<file path="src/chpc_pkg.sv">
// Purpose: Shared constants and types for the card host-pin control block
// Assumes: 40 MHz core clock, one clock domain
// Notes: Pin-level polarities are named here so the logic holds no bare numbers
// Behaviour
// RULE1 - PC Card modes: reset pin active high; high or open at power-up resets.
// RULE2 - True IDE mode: host hardware reset pin is active low.
// RULE3 - PC Card modes: card never asserts wait, so cycles never stretch.
// RULE4 - True IDE outside Ultra DMA: wait pin serves as ready indication.
// RULE5 - Ultra DMA write: ready line shows receive readiness; card may drop it.
// RULE6 - Ultra DMA read: card makes data strobe, one word per edge.
// RULE7 - Card pauses data-out burst by stopping strobe edges.
// RULE8 - Memory mode: host write strobe writes memory-cycle data to registers.
// RULE9 - I/O mode: write strobe only writes configuration registers.
// RULE10 - True IDE mode: write strobe input ignored; host holds it high.
// RULE11 - Memory mode: write-protect output driven low after reset initialization.
// RULE12 - I/O mode: 16-bit pin low when addressed port is 16-bit capable.
// RULE13 - True IDE: 16-bit pin low when word-wide transfer expected.
// RULE14 - Host mode-select pin stable through reset; high PC Card, low IDE.
// RULE15 - During any reset, ignore strobes and hold status outputs at reset levels.
package chpc_pkg;

  // ****************************************************************
  // Timing and sizes
  // ****************************************************************
  localparam int CLK_PERIOD_NS = 25;
  localparam int INIT_TIME_NS = 2000;
  localparam int INIT_CYCLES = (INIT_TIME_NS + CLK_PERIOD_NS - 1) / CLK_PERIOD_NS;
  localparam int STRAP_CYCLES = 3;
  localparam int CNT_W = 8;
  localparam int DATA_W = 16;
  localparam int FIFO_DEPTH = 8;

  // ****************************************************************
  // Pin levels
  // ****************************************************************
  localparam logic LVL_HI = 1'b1;
  localparam logic LVL_LO = 1'b0;
  localparam logic [2:0] SYNC_RST = 3'h7;

  // ****************************************************************
  // Types
  // ****************************************************************
  typedef enum logic [1:0] {
    CHPC_ST_STRAP = 2'b00,
    CHPC_ST_RESET = 2'b01,
    CHPC_ST_INIT = 2'b10,
    CHPC_ST_RUN = 2'b11
  } chpc_state_t;

  // Status from the card core, same clock domain
  typedef struct packed {
    logic io_mode;
    logic ready;
    logic port16;
    logic word_xfer;
    logic udma_rd;
    logic udma_wr;
    logic wr_ready;
    logic cfg_addr;
  } chpc_core_t;

  // Registered pin drive toward the host
  typedef struct packed {
    logic wait_n;
    logic wp_io16;
    logic dstrobe;
    logic data_oe;
    logic [DATA_W-1:0] data;
  } chpc_pins_t;

endpackage

</file>
<file path="src/chpc_top.sv">
// Purpose: Device-side control pins of a removable flash card host port
// Assumes: Host pins are asynchronous and pass two flip-flops before use
// Notes: Ultra DMA read data drains from an 8-word FIFO fed by the core
`timescale 1ns/1ps
`default_nettype none

// ****************************************************************
// Data FIFO
// ****************************************************************
module chpc_fifo #(
  parameter int WIDTH = 16,
  parameter int DEPTH = 8
) (
  input wire logic clk,
  input wire logic reset_n,
  input wire logic [WIDTH-1:0] in_data,
  input wire logic in_valid,
  output logic in_ready,
  output logic [WIDTH-1:0] out_data,
  output logic out_valid,
  input wire logic out_ready
);
  localparam int AW = $clog2(DEPTH);
  logic [WIDTH-1:0] mem [DEPTH];
  logic [AW-1:0] wp_reg, wp_next, rp_reg, rp_next;
  logic [AW:0] cnt_reg, cnt_next;
  logic push, pop;
  logic in_ready_reg, in_ready_next;

  // Pointer and fill arithmetic
  always_comb begin
    push = in_valid && in_ready;
    pop = out_valid && out_ready;
    wp_next = push ? ((wp_reg == AW'(DEPTH - 1)) ? '0 : wp_reg + 1'b1) : wp_reg;
    rp_next = pop ? ((rp_reg == AW'(DEPTH - 1)) ? '0 : rp_reg + 1'b1) : rp_reg;
    cnt_next = cnt_reg + (AW+1)'(push) - (AW+1)'(pop);
    // Full flag looks ahead one cycle so ready can come from a flop
    in_ready_next = (cnt_next != (AW+1)'(DEPTH));
  end

  always_ff @(posedge clk or negedge reset_n) begin
    if (!reset_n) begin
      wp_reg <= '0;
      rp_reg <= '0;
      cnt_reg <= '0;
      in_ready_reg <= 1'b1;
    end else begin
      wp_reg <= wp_next;
      rp_reg <= rp_next;
      cnt_reg <= cnt_next;
      in_ready_reg <= in_ready_next;
    end
  end

  // Storage has no reset; only valid words are ever read
  always_ff @(posedge clk) begin
    if (push) begin
      mem[wp_reg] <= in_data;
    end
  end

  assign in_ready = in_ready_reg;
  assign out_valid = (cnt_reg != '0);
  assign out_data = mem[rp_reg];
endmodule

// ****************************************************************
// Pin control top
// ****************************************************************
module chpc_top
  import chpc_pkg::*;
#(
  parameter int INIT_CNT = INIT_CYCLES
) (
  input wire logic clk,
  input wire logic reset_n,
  input wire logic pin_card_reset,
  input wire logic pin_mode_sel_n,
  input wire logic pin_we_n,
  input wire chpc_core_t core,
  input wire logic [DATA_W-1:0] src_data,
  input wire logic src_valid,
  output logic src_ready,
  output chpc_pins_t pins,
  output logic ide_mode,
  output logic card_busy,
  output logic mem_we_pulse,
  output logic cfg_we_pulse
);
  // Synchroniser stages: [0] reset pin, [1] mode pin, [2] write strobe
  logic [2:0] s1_reg, s2_reg, s3_reg;
  chpc_state_t state_reg, state_next;
  logic [CNT_W-1:0] cnt_reg, cnt_next;
  logic ide_reg, ide_next;
  chpc_pins_t pins_reg, pins_next;
  logic busy_reg, busy_next;
  logic mem_we_reg, mem_we_next, cfg_we_reg, cfg_we_next;
  logic half_reg, half_next;
  logic rst_active, we_fall, running, udma_any;
  logic [DATA_W-1:0] fifo_data;
  logic fifo_valid, fifo_pop;

  chpc_fifo #(.WIDTH(DATA_W), .DEPTH(FIFO_DEPTH)) i_chpc_fifo (
    .clk(clk),
    .reset_n(reset_n),
    .in_data(src_data),
    .in_valid(src_valid),
    .in_ready(src_ready),
    .out_data(fifo_data),
    .out_valid(fifo_valid),
    .out_ready(fifo_pop)
  );

  // Two-flop synchronisers plus an edge stage
  always_ff @(posedge clk or negedge reset_n) begin
    if (!reset_n) begin
      s1_reg <= SYNC_RST;
      s2_reg <= SYNC_RST;
      s3_reg <= SYNC_RST;
    end else begin
      s1_reg <= {pin_we_n, pin_mode_sel_n, pin_card_reset};
      s2_reg <= s1_reg;
      s3_reg <= s2_reg;
    end
  end

  // Reset polarity follows the latched mode
  always_comb begin
    rst_active = ide_reg ? (s2_reg[0] == LVL_LO) : (s2_reg[0] == LVL_HI); // [RULE1] [RULE2]
    we_fall = (s3_reg[2] == LVL_HI) && (s2_reg[2] == LVL_LO);
    running = (state_reg == CHPC_ST_RUN);
    udma_any = core.udma_rd || core.udma_wr;
  end

  // Sequencer and pin drive, next values
  always_comb begin
    state_next = state_reg;
    cnt_next = cnt_reg;
    ide_next = ide_reg;
    unique case (state_reg)
      CHPC_ST_STRAP: begin
        // Mode is caught once the synchronised pin has settled
        cnt_next = cnt_reg + 1'b1;
        if (cnt_reg == CNT_W'(STRAP_CYCLES - 1)) begin
          ide_next = (s2_reg[1] == LVL_LO); // [RULE14]
          state_next = CHPC_ST_RESET;
          cnt_next = '0;
        end
      end
      CHPC_ST_RESET: begin
        // Open or high pin at power-up keeps the card here in PC modes
        if (!rst_active) begin
          state_next = CHPC_ST_INIT; // [RULE1]
        end
        cnt_next = '0;
      end
      CHPC_ST_INIT: begin
        cnt_next = cnt_reg + 1'b1;
        if (rst_active) begin
          state_next = CHPC_ST_RESET;
          cnt_next = '0;
        end else if (cnt_reg == CNT_W'(INIT_CNT - 1)) begin
          state_next = CHPC_ST_RUN;
        end
      end
      CHPC_ST_RUN: begin
        if (rst_active) begin
          state_next = CHPC_ST_RESET;
        end
      end
    endcase

    busy_next = !(state_next == CHPC_ST_RUN);
    // Strobes are dropped outright while not running
    mem_we_next = running && !ide_reg && !core.io_mode && we_fall; // [RULE8] [RULE15]
    cfg_we_next = running && !ide_reg && core.io_mode && we_fall && core.cfg_addr; // [RULE9]

    // Wait/ready pin: never asserted in PC modes
    pins_next = pins_reg;
    pins_next.wait_n = LVL_HI; // [RULE3]
    if (running && ide_reg) begin
      if (core.udma_wr) begin
        pins_next.wait_n = core.wr_ready; // [RULE5]
      end else if (!core.udma_rd) begin
        pins_next.wait_n = core.ready; // [RULE4]
      end
    end

    // Shared write-protect / 16-bit pin, held high until initialised
    pins_next.wp_io16 = LVL_HI; // [RULE15]
    if (running) begin
      if (ide_reg) begin
        pins_next.wp_io16 = !core.word_xfer; // [RULE13]
      end else if (core.io_mode) begin
        pins_next.wp_io16 = !core.port16; // [RULE12]
      end else begin
        pins_next.wp_io16 = LVL_LO; // [RULE11]
      end
    end

    // Read burst: load a word, then toggle the strobe; empty FIFO stalls edges
    fifo_pop = running && ide_reg && core.udma_rd && !half_reg && fifo_valid;
    half_next = half_reg;
    pins_next.data_oe = running && ide_reg && core.udma_rd;
    if (fifo_pop) begin
      pins_next.data = fifo_data;
      half_next = 1'b1;
    end else if (half_reg) begin
      pins_next.dstrobe = !pins_reg.dstrobe; // [RULE6] [RULE7]
      half_next = 1'b0;
    end
    if (!(running && ide_reg && udma_any)) begin
      half_next = 1'b0;
    end
  end

  // Register stage
  always_ff @(posedge clk or negedge reset_n) begin
    if (!reset_n) begin
      state_reg <= CHPC_ST_STRAP;
      cnt_reg <= '0;
      ide_reg <= 1'b0;
      busy_reg <= 1'b1;
      mem_we_reg <= 1'b0;
      cfg_we_reg <= 1'b0;
      half_reg <= 1'b0;
      pins_reg <= '{wait_n: LVL_HI, wp_io16: LVL_HI, dstrobe: LVL_HI, data_oe: 1'b0, data: '0};
    end else begin
      state_reg <= state_next;
      cnt_reg <= cnt_next;
      ide_reg <= ide_next;
      busy_reg <= busy_next;
      mem_we_reg <= mem_we_next;
      cfg_we_reg <= cfg_we_next;
      half_reg <= half_next;
      pins_reg <= pins_next;
    end
  end

  assign pins = pins_reg;
  assign ide_mode = ide_reg;
  assign card_busy = busy_reg;
  assign mem_we_pulse = mem_we_reg;
  assign cfg_we_pulse = cfg_we_reg;
endmodule

`default_nettype wire

</file>
<file path="config.mk">
export PLATFORM = sky130hd
export DESIGN_NAME = chpc_top
export DESIGN_NICKNAME = d
export VERILOG_FILES = /design/src/chpc_pkg.sv /design/src/chpc_top.sv
export SDC_FILE = /design/constraint.sdc
export NUM_CORES = 1
export LEC_CHECK = 0
export ABC_AREA = 1
export ABC_CLOCK_PERIOD_IN_PS = 3530
export BUFFER_PORTS_ARGS = -buffer_cell sky130_fd_sc_hd__buf_2
export CAP_MARGIN = 10
export CORE_ASPECT_RATIO = 0.9
export CORE_MARGIN = 1.5
export CORE_UTILIZATION = 60
export CTS_CLUSTER_DIAMETER = 40
export DETAILED_ROUTE_END_ITERATION = 12
export GPL_TIMING_DRIVEN = 0
export PLACE_DENSITY = 0.8
export SYNTH_ARGS = -nofsm -noshare
export SYNTH_HDL_FRONTEND = slang
export SYNTH_SLANG_ARGS = --single-unit
</file>
<file path="constraint.sdc">
create_clock -name clk -period 3.53 [get_ports clk]
set_clock_uncertainty 0.2 [all_clocks]
set_input_delay 0 -clock clk [delete_from_list [all_inputs] [get_ports clk]]
set_output_delay 0 -clock clk [all_outputs]
set_load 0.02 [all_outputs]
</file>
### After elaboration in Yosys (flattened, before gate mapping)

Memories as Yosys holds them, arrays and structs flattened. A register that Yosys moved wholly into a read port is not among the register bits.
Index checks and enable logic that the tools add are counted.

| word-level totals | value |
|---|---|
| register bits after elaboration | 39 |
| RAM bits | 128 |
| word-level logic and storage cells | 87 |
| memories kept | 1 |

| cells by class | value |
|---|---|
| add/sub/neg operators | 5 |
| equality and inequality tests | 9 |
| muxes and demuxes | 22 |
| bitwise operators | 4 |
| reductions and logical operators | 28 |

Memories:

| name | words | bits a word | read ports | clocked after Yosys merged registers in | write ports | line | text |
|---|---|---|---|---|---|---|---|
| i_chpc_fifo.mem | 8 | 16 | 1 | 1 | 1 | chpc_top.sv:24 | `logic [WIDTH-1:0] mem [DEPTH];` |

Operators by type and width:

| kind | count |
|---|---|
| 8-bit one-hot mux with 3 select lines | 1 |
| 8-bit two-way mux | 2 |
| 1-bit logical AND | 14 |
| 1-bit two-way mux | 11 |
| 2-bit two-way mux | 5 |
| 8-bit by 1-bit adder with 8-bit output, second input constant | 1 |
| 8-bit by 2-bit == test with 1-bit output, second input constant | 1 |
| 8-bit by 7-bit == test with 1-bit output, second input constant | 1 |
| 1-bit zero test | 8 |
| 2-bit one-hot mux with 4 select lines | 1 |
| 3-bit by 1-bit adder with 3-bit output, second input constant | 2 |
| 2-bit == test, second input constant | 3 |
| 3-bit == test, second input constant | 2 |
| 3-bit two-way mux | 2 |
| 4-bit by 1-bit adder with 4-bit output | 1 |
| 4-bit != test, second input constant | 1 |
| 1-bit inverter | 4 |
| 2-bit AND reduction | 2 |
| 4-bit nonzero test | 1 |
| 4-bit by 1-bit subtractor with 4-bit output | 1 |
| 3-bit nonzero test | 1 |
| 2-bit by 1-bit == test with 1-bit output, second input constant | 1 |
| 2-bit zero test | 1 |
| 1-bit logical OR | 1 |

### Longest topological paths before layout

Gate-level depths: netlist (run 1).

| logic depth | value |
|---|---|
| depth after elaboration | 8 |
| gate-level depth with buffers | 14 |

### Hierarchy

Synthesis (run 1) repeated with hierarchy kept, for this count alone.

| unflattened totals | value |
|---|---|
| cell total of the unflattened synthesis | 841 |
| area, all modules | 8,171.6 um^2 |

Modules (own cells, without submodules):

| module | times used | cells each | area an instance (um^2) |
|---|---|---|---|
| chpc_fifo | 1 | 634 | 6,282.3 |
| chpc_top | 1 | 207 | 1,889.3 |

### Least setup slack after synthesis (run 1)

No wires, ideal clock.

| path | value |
|---|---|
| path kind | reg-to-reg |
| start | register state_reg[0] |
| end | register i_chpc_fifo.in_ready_reg (netlist: i_chpc_fifo.in_ready) |
| arrival time | 2.531 ns |
| required time | 3.247 ns |
| setup slack | 0.717 ns |
| cell stages (with the launch flop) | 15 |
| clock period less this slack | 2.813 ns |
| cells stage by stage | dfrtp_1 ha_1 nand2_2 clkinv_2 nand2_4 nor3_4 buf_6 ha_1 inv_1 ha_1 inv_1 fa_1 inv_1 nor3_1 nand2_1 |

| between the ends | value |
|---|---|
| word-level cells in the longest chain between the ends | 8 |

Ends and longest elaborated chain:

| what | line | text |
|---|---|---|
| start, declared | chpc_top.sv:92 | `chpc_state_t state_reg, state_next;` |
| start signal, assigned | chpc_top.sv:229 | `state_reg <= state_next;` |
| 2-bit == test | chpc_top.sv:131 | `running = (state_reg == CHPC_ST_RUN);` |
| 1-bit logical AND (4 in series) | chpc_top.sv:202 | `fifo_pop = running && ide_reg && core.udma_rd && !half_reg && fifo_valid;` |
| via fifo_pop | chpc_top.sv:101 | `logic fifo_valid, fifo_pop;` |
| 1-bit logical AND | chpc_top.sv:33 | `pop = out_valid && out_ready;` |
| 4-bit by 1-bit subtractor with 4-bit output | chpc_top.sv:36 | `cnt_next = cnt_reg + (AW+1)'(push) - (AW+1)'(pop);` |
| via i_chpc_fifo.cnt_next[1] | chpc_top.sv:26 | `logic [AW:0] cnt_reg, cnt_next;` |
| 4-bit != test | chpc_top.sv:38 | `in_ready_next = (cnt_next != (AW+1)'(DEPTH));` |
| via i_chpc_fifo.in_ready_next | chpc_top.sv:28 | `logic in_ready_reg, in_ready_next;` |
| end signal, assigned | chpc_top.sv:51 | `in_ready_reg <= in_ready_next;` |
| end, declared | chpc_top.sv:28 |  |

The timed path passes the listed nets, and every way through them passes these cells.
A chain may end at the register's enable or synchronous reset.

### Worst setup path in the final report (run 1)

Same ends and word-level chain as after synthesis.

==> results of run 1 <==
[layout make-up]
type | instances | area (um2) | share of cell area
Sequential cell | 181 | 5180 | 0.574
Multi-Input combinational cell | 407 | 2010 | 0.223
Timing Repair Buffer | 87 | 619 | 0.0685
Clock buffer | 18 | 439 | 0.0486
Clock inverter | 14 | 269 | 0.0298
Tap cell | 160 | 200 | 0.0221
Inverter | 46 | 176 | 0.0195
Buffer | 27 | 138 | 0.0152
[per-layer routing]
layer | share of wire | GRT usage
met5 | 0 | 0
met4 | 0.020 | 0.0924
met3 | 0.082 | 0.0826
met2 | 0.52 | 0.520
met1 | 0.38 | 0.329
[final timing paths]
kind / startpoint / endpoint / depth (start not counted)
min reg2reg: s1_reg[1] / s2_reg[1] / 0
min: reset_n / mem_we_pulse / 2
max reg2reg: state_reg[0] / i_chpc_fifo.in_ready / 14
min in group clk: pin_mode_sel_n / s1_reg[1] / 2
max: state_reg[0] / i_chpc_fifo.in_ready / 14
max in group asynchronous: reset_n / pins[7] / 3
[worst max-delay path: cells and delay by family (launching register included)]
| family | cells | cell delay (ns) |
|---|---|---|
| adder cells (fa/ha/maj) | 4 | 1.27 |
| AND/OR/NAND/NOR | 5 | 0.62 |
| buffers and inverters | 5 | 0.48 |
| flip-flops | 1 | 0.47 |
[per-stage QoR]
step,instances,cell area [um2]
after global routing,940,9040
after floorplan,661,7500
after detailed placement,878,8020
after global placement,875,7970
final,940,9040
after CTS,938,9000
[power groups by stage]
stage | Combinational, mW | Sequential (mW) | Clock [mW]
final | 2.53 | 2.90 | 2.25
after detailed placement | 2.36 | 2.93 | 0
after global placement | 2.22 | 2.91 | 0
after CTS | 2.46 | 2.89 | 2.25
after global routing | 2.76 | 2.93 | 2.34
after floorplan | 1.49 | 3.02 | 0
[repair_timing]
item                                   4_1_cts  5_1_grt
setup endpoints to repair                    0        1
hold buffers                                28        0
buffers inserted                             0        1
endpoints found under the hold margin      198        0
[cells in the mapped netlist]
library cell,number
nor3_1,4
a22oi_1,1
clkinv_1,2
dfrtp_1,41
xor2_1,4
buf_6,3
a21oi_1,6
nand3b_1,2
buf_1,1
buf_2,11
inv_4,1
inv_2,1
inv_1,41
edfxtp_1,128
o211ai_1,18
fa_1,1
nand2_4,1
dfstp_2,12
o21a_1,2
clkinv_2,1
xnor2_1,2
nand3_1,44
a31oi_1,1
o21ai_0,72
nand2_1,88
ha_1,17
nand2_2,1
nor3_4,1
clkbuf_1,12
or2_2,1
nor2_1,139
nand4_1,2
[cells by family after synthesis]
group                      after synthesis  share of synthesized area
xor gates and xnor gates                 6                    0.00701
and+or+nand+nor                        283                      0.155
adders and majority gates               18                     0.0310
buffers and inverters                   73                     0.0419
DFF                                    181                      0.691
AOI/OAI and AO/OA                      100                     0.0739
==> flow_metrics.py, run 1 <==
metrics = {
    "status": {
        "outcome": "complete, but fails checks",
        "failed_checks": "negative hold slack",
    },
    "global_route": {
        "antenna_found_initial": 0,
        "grt_usage": 0.286,
        "overflow": 0,
        "grt_pass1_wl_um": 27600,
        "grt_pass1_vias": 5443,
        "grt_max_degree": 54,
    },
    "clocking": {
        "insertion_delay_ns": 0.43,
        "path_clk_slew_ns": 0.06,
        "tritoncts": "yes",
        "htreeDepth": 4,
        "clk_path_buf_depth": 2,
        "cts_resized": 0,
        "clockRootBuffer": "clkbuf_16",
        "clock-sinks": 181,
        "cts_buffers": 17,
    },
    "sta": {
        "period_share": 0.879,
        "slew_viol_final": 0,
        "setup_viol": 0,
        "hold_slack_ns": -0.0100,
        "fmax_mhz": 322,
        "tightestPinTransition_ns": 1.04,
        "slew_headroom": 0.309,
        "rsz0062_at_grt": "false",
        "fin_setup_tns_ns": 0,
        "fin_ws_ns": 0.426,
        "min_period_ns": 3.10,
        "hold_viol": 10,
    },
    "placed_design": {
        "place_congestion": 0.880,
        "dp_slack_ns": 0.266,
        "io_buffer_count": 54,
        "post-dp-hpwl_um": 10800,
    },
    "floorplanning": {
        "rows": 38,
        "core_um2": 12100,
        "die_area_um2": 13200,
        "die_w_um": 121,
        "fp.dieH_um": 109,
        "io_pins": 55,
        "initial_core_util": 0.618,
    },
    "finish": {
        "layout_common_cells": "nor2_1 (134), edfxtp_1 (128), nand2_1 (88)",
        "drive_above_1_share": 0.165,
        "nNetsFinal": 815,
        "post-route-util": 0.746,
        "final_common_cell": "nor2_1",
        "syn2layout_area_growth_pct": 20.5,
        "antennaDiodeCount": 0,
        "fillCellCount": 737,
        "largest_reg_flops": 128,
    },
    "critical_path": {
        "worst_setup_path_end_kind": "register",
        "worst-setup-path-type": "reg -> reg",
        "cp-start-kind": "register",
        "cp.arrival_ns": 3.26,
        "path_cells": "ha_1 > nand2_2 > clkinv_2 > nand2_4 > nor3_4 > buf_6 > ha_1 > inv_1 > ha_1 > inv_1 > fa_1 > inv_1 > nor3_1 > nand2_1",
        "max_stage_delay_ns": 0.48,
        "crit_required_ns": 3.68,
        "crit_slowest_cell": "fa_1",
        "crit_path_max_fanout": 10,
        "reg2reg_slack_ns": 0.43,
    },
    "pwr": {
        "peakVddDrop_mv": 0.751,
        "p_per_area_nw_per_um2": 850,
        "sw_frac_of_total": 0.358,
        "seq_power_share": 0.378,
        "p_leak_nw": 3.71,
        "p_switching_mw": 2.75,
        "power_mw": 7.68,
        "p_int_mw": 4.93,
        "pwr-share-comb": 0.329,
        "clkPwrFrac": 0.293,
    },
    "synthesis": {
        "syn_nets": 709,
        "synth_warnings": 0,
        "synth_area_um2": 7500,
        "netlist.area_leader.share": 0.513,
        "synth_cells": 661,
        "ys_types": 32,
        "yosys.area.top_type": "edfxtp_1",
        "ys_seq_area_frac": 0.691,
        "synth-seq-cells": 181,
        "synth_area_leaders": "edfxtp_1 (51%), dfrtp_1 (14%), nor2_1 (7.0%), o21ai_0 (4.8%), nand2_1 (4.4%)",
        "syn_area_per_cell_um2": 11.3,
    },
    "detailed_routing": {
        "wl_per_cell_um": 19.1,
        "dr.first_iter.drc_count": 640,
        "firstDrtPassIters": 6,
        "wl_um": 17900,
        "drc": 0,
        "post_drt_via_cell_ratio": 5.82,
        "vias": 5467,
        "detail-route-antenna-nets": 0,
    },
    "run": {
        "drv_cap": 0,
    },
    "min_path": {
        "worst_hold_path_type": "in -> async",
    },
}
No activity file was read; power rests on OpenSTA's default activity.
==> run 2, diff against run 1 <==
--- a/config.mk
+++ b/config.mk
@@ -10,7 +10,7 @@
 export BUFFER_PORTS_ARGS = -buffer_cell sky130_fd_sc_hd__buf_2
 export CAP_MARGIN = 10
 export CORE_ASPECT_RATIO = 0.9
-export CORE_MARGIN = 1.5
+export CORE_MARGIN = 3
 export CORE_UTILIZATION = 60
 export CTS_CLUSTER_DIAMETER = 40
 export DETAILED_ROUTE_END_ITERATION = 12
==> run 2 against run 1 <==
The flow still finishes with violations (negative hold slack). Largest cell class unchanged. Critical path type unchanged. Clock power decreased by 16%. Utilization decreased by 0.97 points. Routed wire length shrank 2.3%. Critical path depth stayed put. Register-to-register slack worse by 0.23 ns. Via count down 2.8%.
==> flow_metrics.py, run 2 (synthesis results as in run 1) <==
metrics = {
    "pwr": {
        "p_int_mw": 4.62,
        "peakVddDrop_mv": 0.478,
        "p_switching_mw": 2.67,
        "clkPwrFrac": 0.261,
        "sw_frac_of_total": 0.366,
        "p_leak_nw": 3.66,
        "p_per_area_nw_per_um2": 817,
        "seq_power_share": 0.397,
        "pwr-share-comb": 0.342,
    },
    "global_route": {
        "grt_max_degree": 54,
        "grt_usage": 0.266,
        "antenna_found_initial": 0,
        "grt_pass1_vias": 5403,
        "overflow": 0,
        "grt_pass1_wl_um": 27200,
    },
    "clocking": {
        "cts_buffers": 17,
        "clockRootBuffer": "clkbuf_16",
        "path_clk_slew_ns": 0.07,
        "clk_path_buf_depth": 2,
        "cts_resized": 0,
        "insertion_delay_ns": 0.43,
        "tritoncts": "yes",
        "clock-sinks": 181,
        "htreeDepth": 4,
    },
    "detailed_routing": {
        "firstDrtPassIters": 5,
        "wl_um": 17500,
        "drc": 0,
        "vias": 5314,
        "post_drt_via_cell_ratio": 5.66,
        "dr.first_iter.drc_count": 493,
        "wl_per_cell_um": 18.7,
        "detail-route-antenna-nets": 0,
    },
    "floorplanning": {
        "io_pins": 55,
        "fp.dieH_um": 112,
        "core_um2": 12100,
        "rows": 38,
        "die_w_um": 124,
        "die_area_um2": 13900,
        "initial_core_util": 0.618,
    },
    "sta": {
        "fin_setup_tns_ns": 0,
        "fin_ws_ns": 0.193,
        "slew_viol_final": 0,
        "period_share": 0.945,
        "fmax_mhz": 300,
        "slew_headroom": 0.322,
        "hold_viol": 20,
        "hold_slack_ns": -0.0395,
        "setup_viol": 0,
        "min_period_ns": 3.34,
        "rsz0062_at_grt": "false",
        "tightestPinTransition_ns": 1.02,
    },
    "placed_design": {
        "post-dp-hpwl_um": 10900,
        "place_congestion": 0.832,
        "io_buffer_count": 54,
        "dp_slack_ns": 0.221,
    },
    "critical_path": {
        "worst_setup_path_end_kind": "register",
        "cp.arrival_ns": 3.48,
        "crit_path_max_fanout": 10,
        "cp-start-kind": "register",
        "crit_required_ns": 3.68,
        "worst-setup-path-type": "reg -> reg",
    },
    "finish": {
        "largest_reg_flops": 128,
        "final_common_cell": "nor2_1",
        "antennaDiodeCount": 0,
        "drive_above_1_share": 0.166,
        "layout_common_cells": "nor2_1 (133), edfxtp_1 (128), nand2_1 (88)",
        "syn2layout_area_growth_pct": 19.0,
        "nNetsFinal": 814,
        "post-route-util": 0.736,
    },
    "status": {
        "failed_checks": "negative hold slack",
        "outcome": "complete, but fails checks",
    },
    "run": {
        "drv_cap": 0,
    },
    "min_path": {
        "worst_hold_path_type": "in -> async",
    },
}
==> run 2: worst max-delay path, stage by stage, from the launching register on <==
cell and delay (ns):
dfrtp_1 0.47, ha_1 0.38, nand2_2 0.09, clkinv_2 0.09, nand2_4 0.07, nor3_4 0.41, buf_6 0.23, ha_1 0.24
inv_1 0.06, ha_1 0.15, inv_1 0.06, fa_1 0.49, inv_1 0.06, nor3_1 0.17, nand2_1 0.08
==> run 2: final timing paths <==
check	slack (ns)	cells past startpoint	start	end
min	-0.04	2	reset_n	cnt_reg[7]
max	0.19	14	state_reg[0]	i_chpc_fifo.in_ready
max in group asynchronous	2.51	3	reset_n	s2_reg[0]
min in group clk	0.02	2	pin_we_n	s1_reg[2]
min reg2reg	0.16	0	s1_reg[0]	s2_reg[0]
max reg2reg	0.19	14	state_reg[0]	i_chpc_fifo.in_ready
==> run 2: routing by layer <==
metal / track usage / routed length (um) / vias to the layer above / share of wire
met1: 0.324 / 6660 / 2544 / 0.38
met4: 0.125 / 580 / 0 / 0.033
met5: 0 / 0 / - / 0
met2: 0.453 / 9020 / 255 / 0.51
li1: - / - / 2466 / -
met3: 0.0574 / 1270 / 49 / 0.072
==> run 2: area by class of cell <==
type                            count  area [um2]
Sequential cell                   181        5180
Fill cell                         752        3200
Multi-Input combinational cell    407        2010
Timing Repair Buffer               86         608
Clock buffer                       18         439
Tap cell                          160         200
Inverter                           46         176
Clock inverter                     14         160
Buffer                             27         138
==> run 2: per-stage QoR <==
stage	power [mW]	area, um2	hold WS [ns]	instances
floorplan	4.51	7500	-0.496	661
global placement	5.15	7970	-0.0940	875
detailed placement	5.32	8020	-0.0914	878
CTS	7.27	8900	0.0112	938
global route	7.68	8920	0.0115	939
finish	7.29	8920	-0.0395	939
==> run 2: timing repair <==
| action | CTS | global route |
|---|---|---|
| hold buffers | 28 | 0 |
| hold endpoints to repair | 196 | 0 |
| setup buffers | 0 | 0 |
==> run 2: power by group through the flow <==
stage	clock network, mW	logic [mW]	registers, mW
global placement	0	2.24	2.91
finish	1.90	2.49	2.90
detailed placement	0	2.39	2.93
floorplan	0	1.49	3.02
global route	2.00	2.75	2.93
CTS	1.91	2.46	2.89
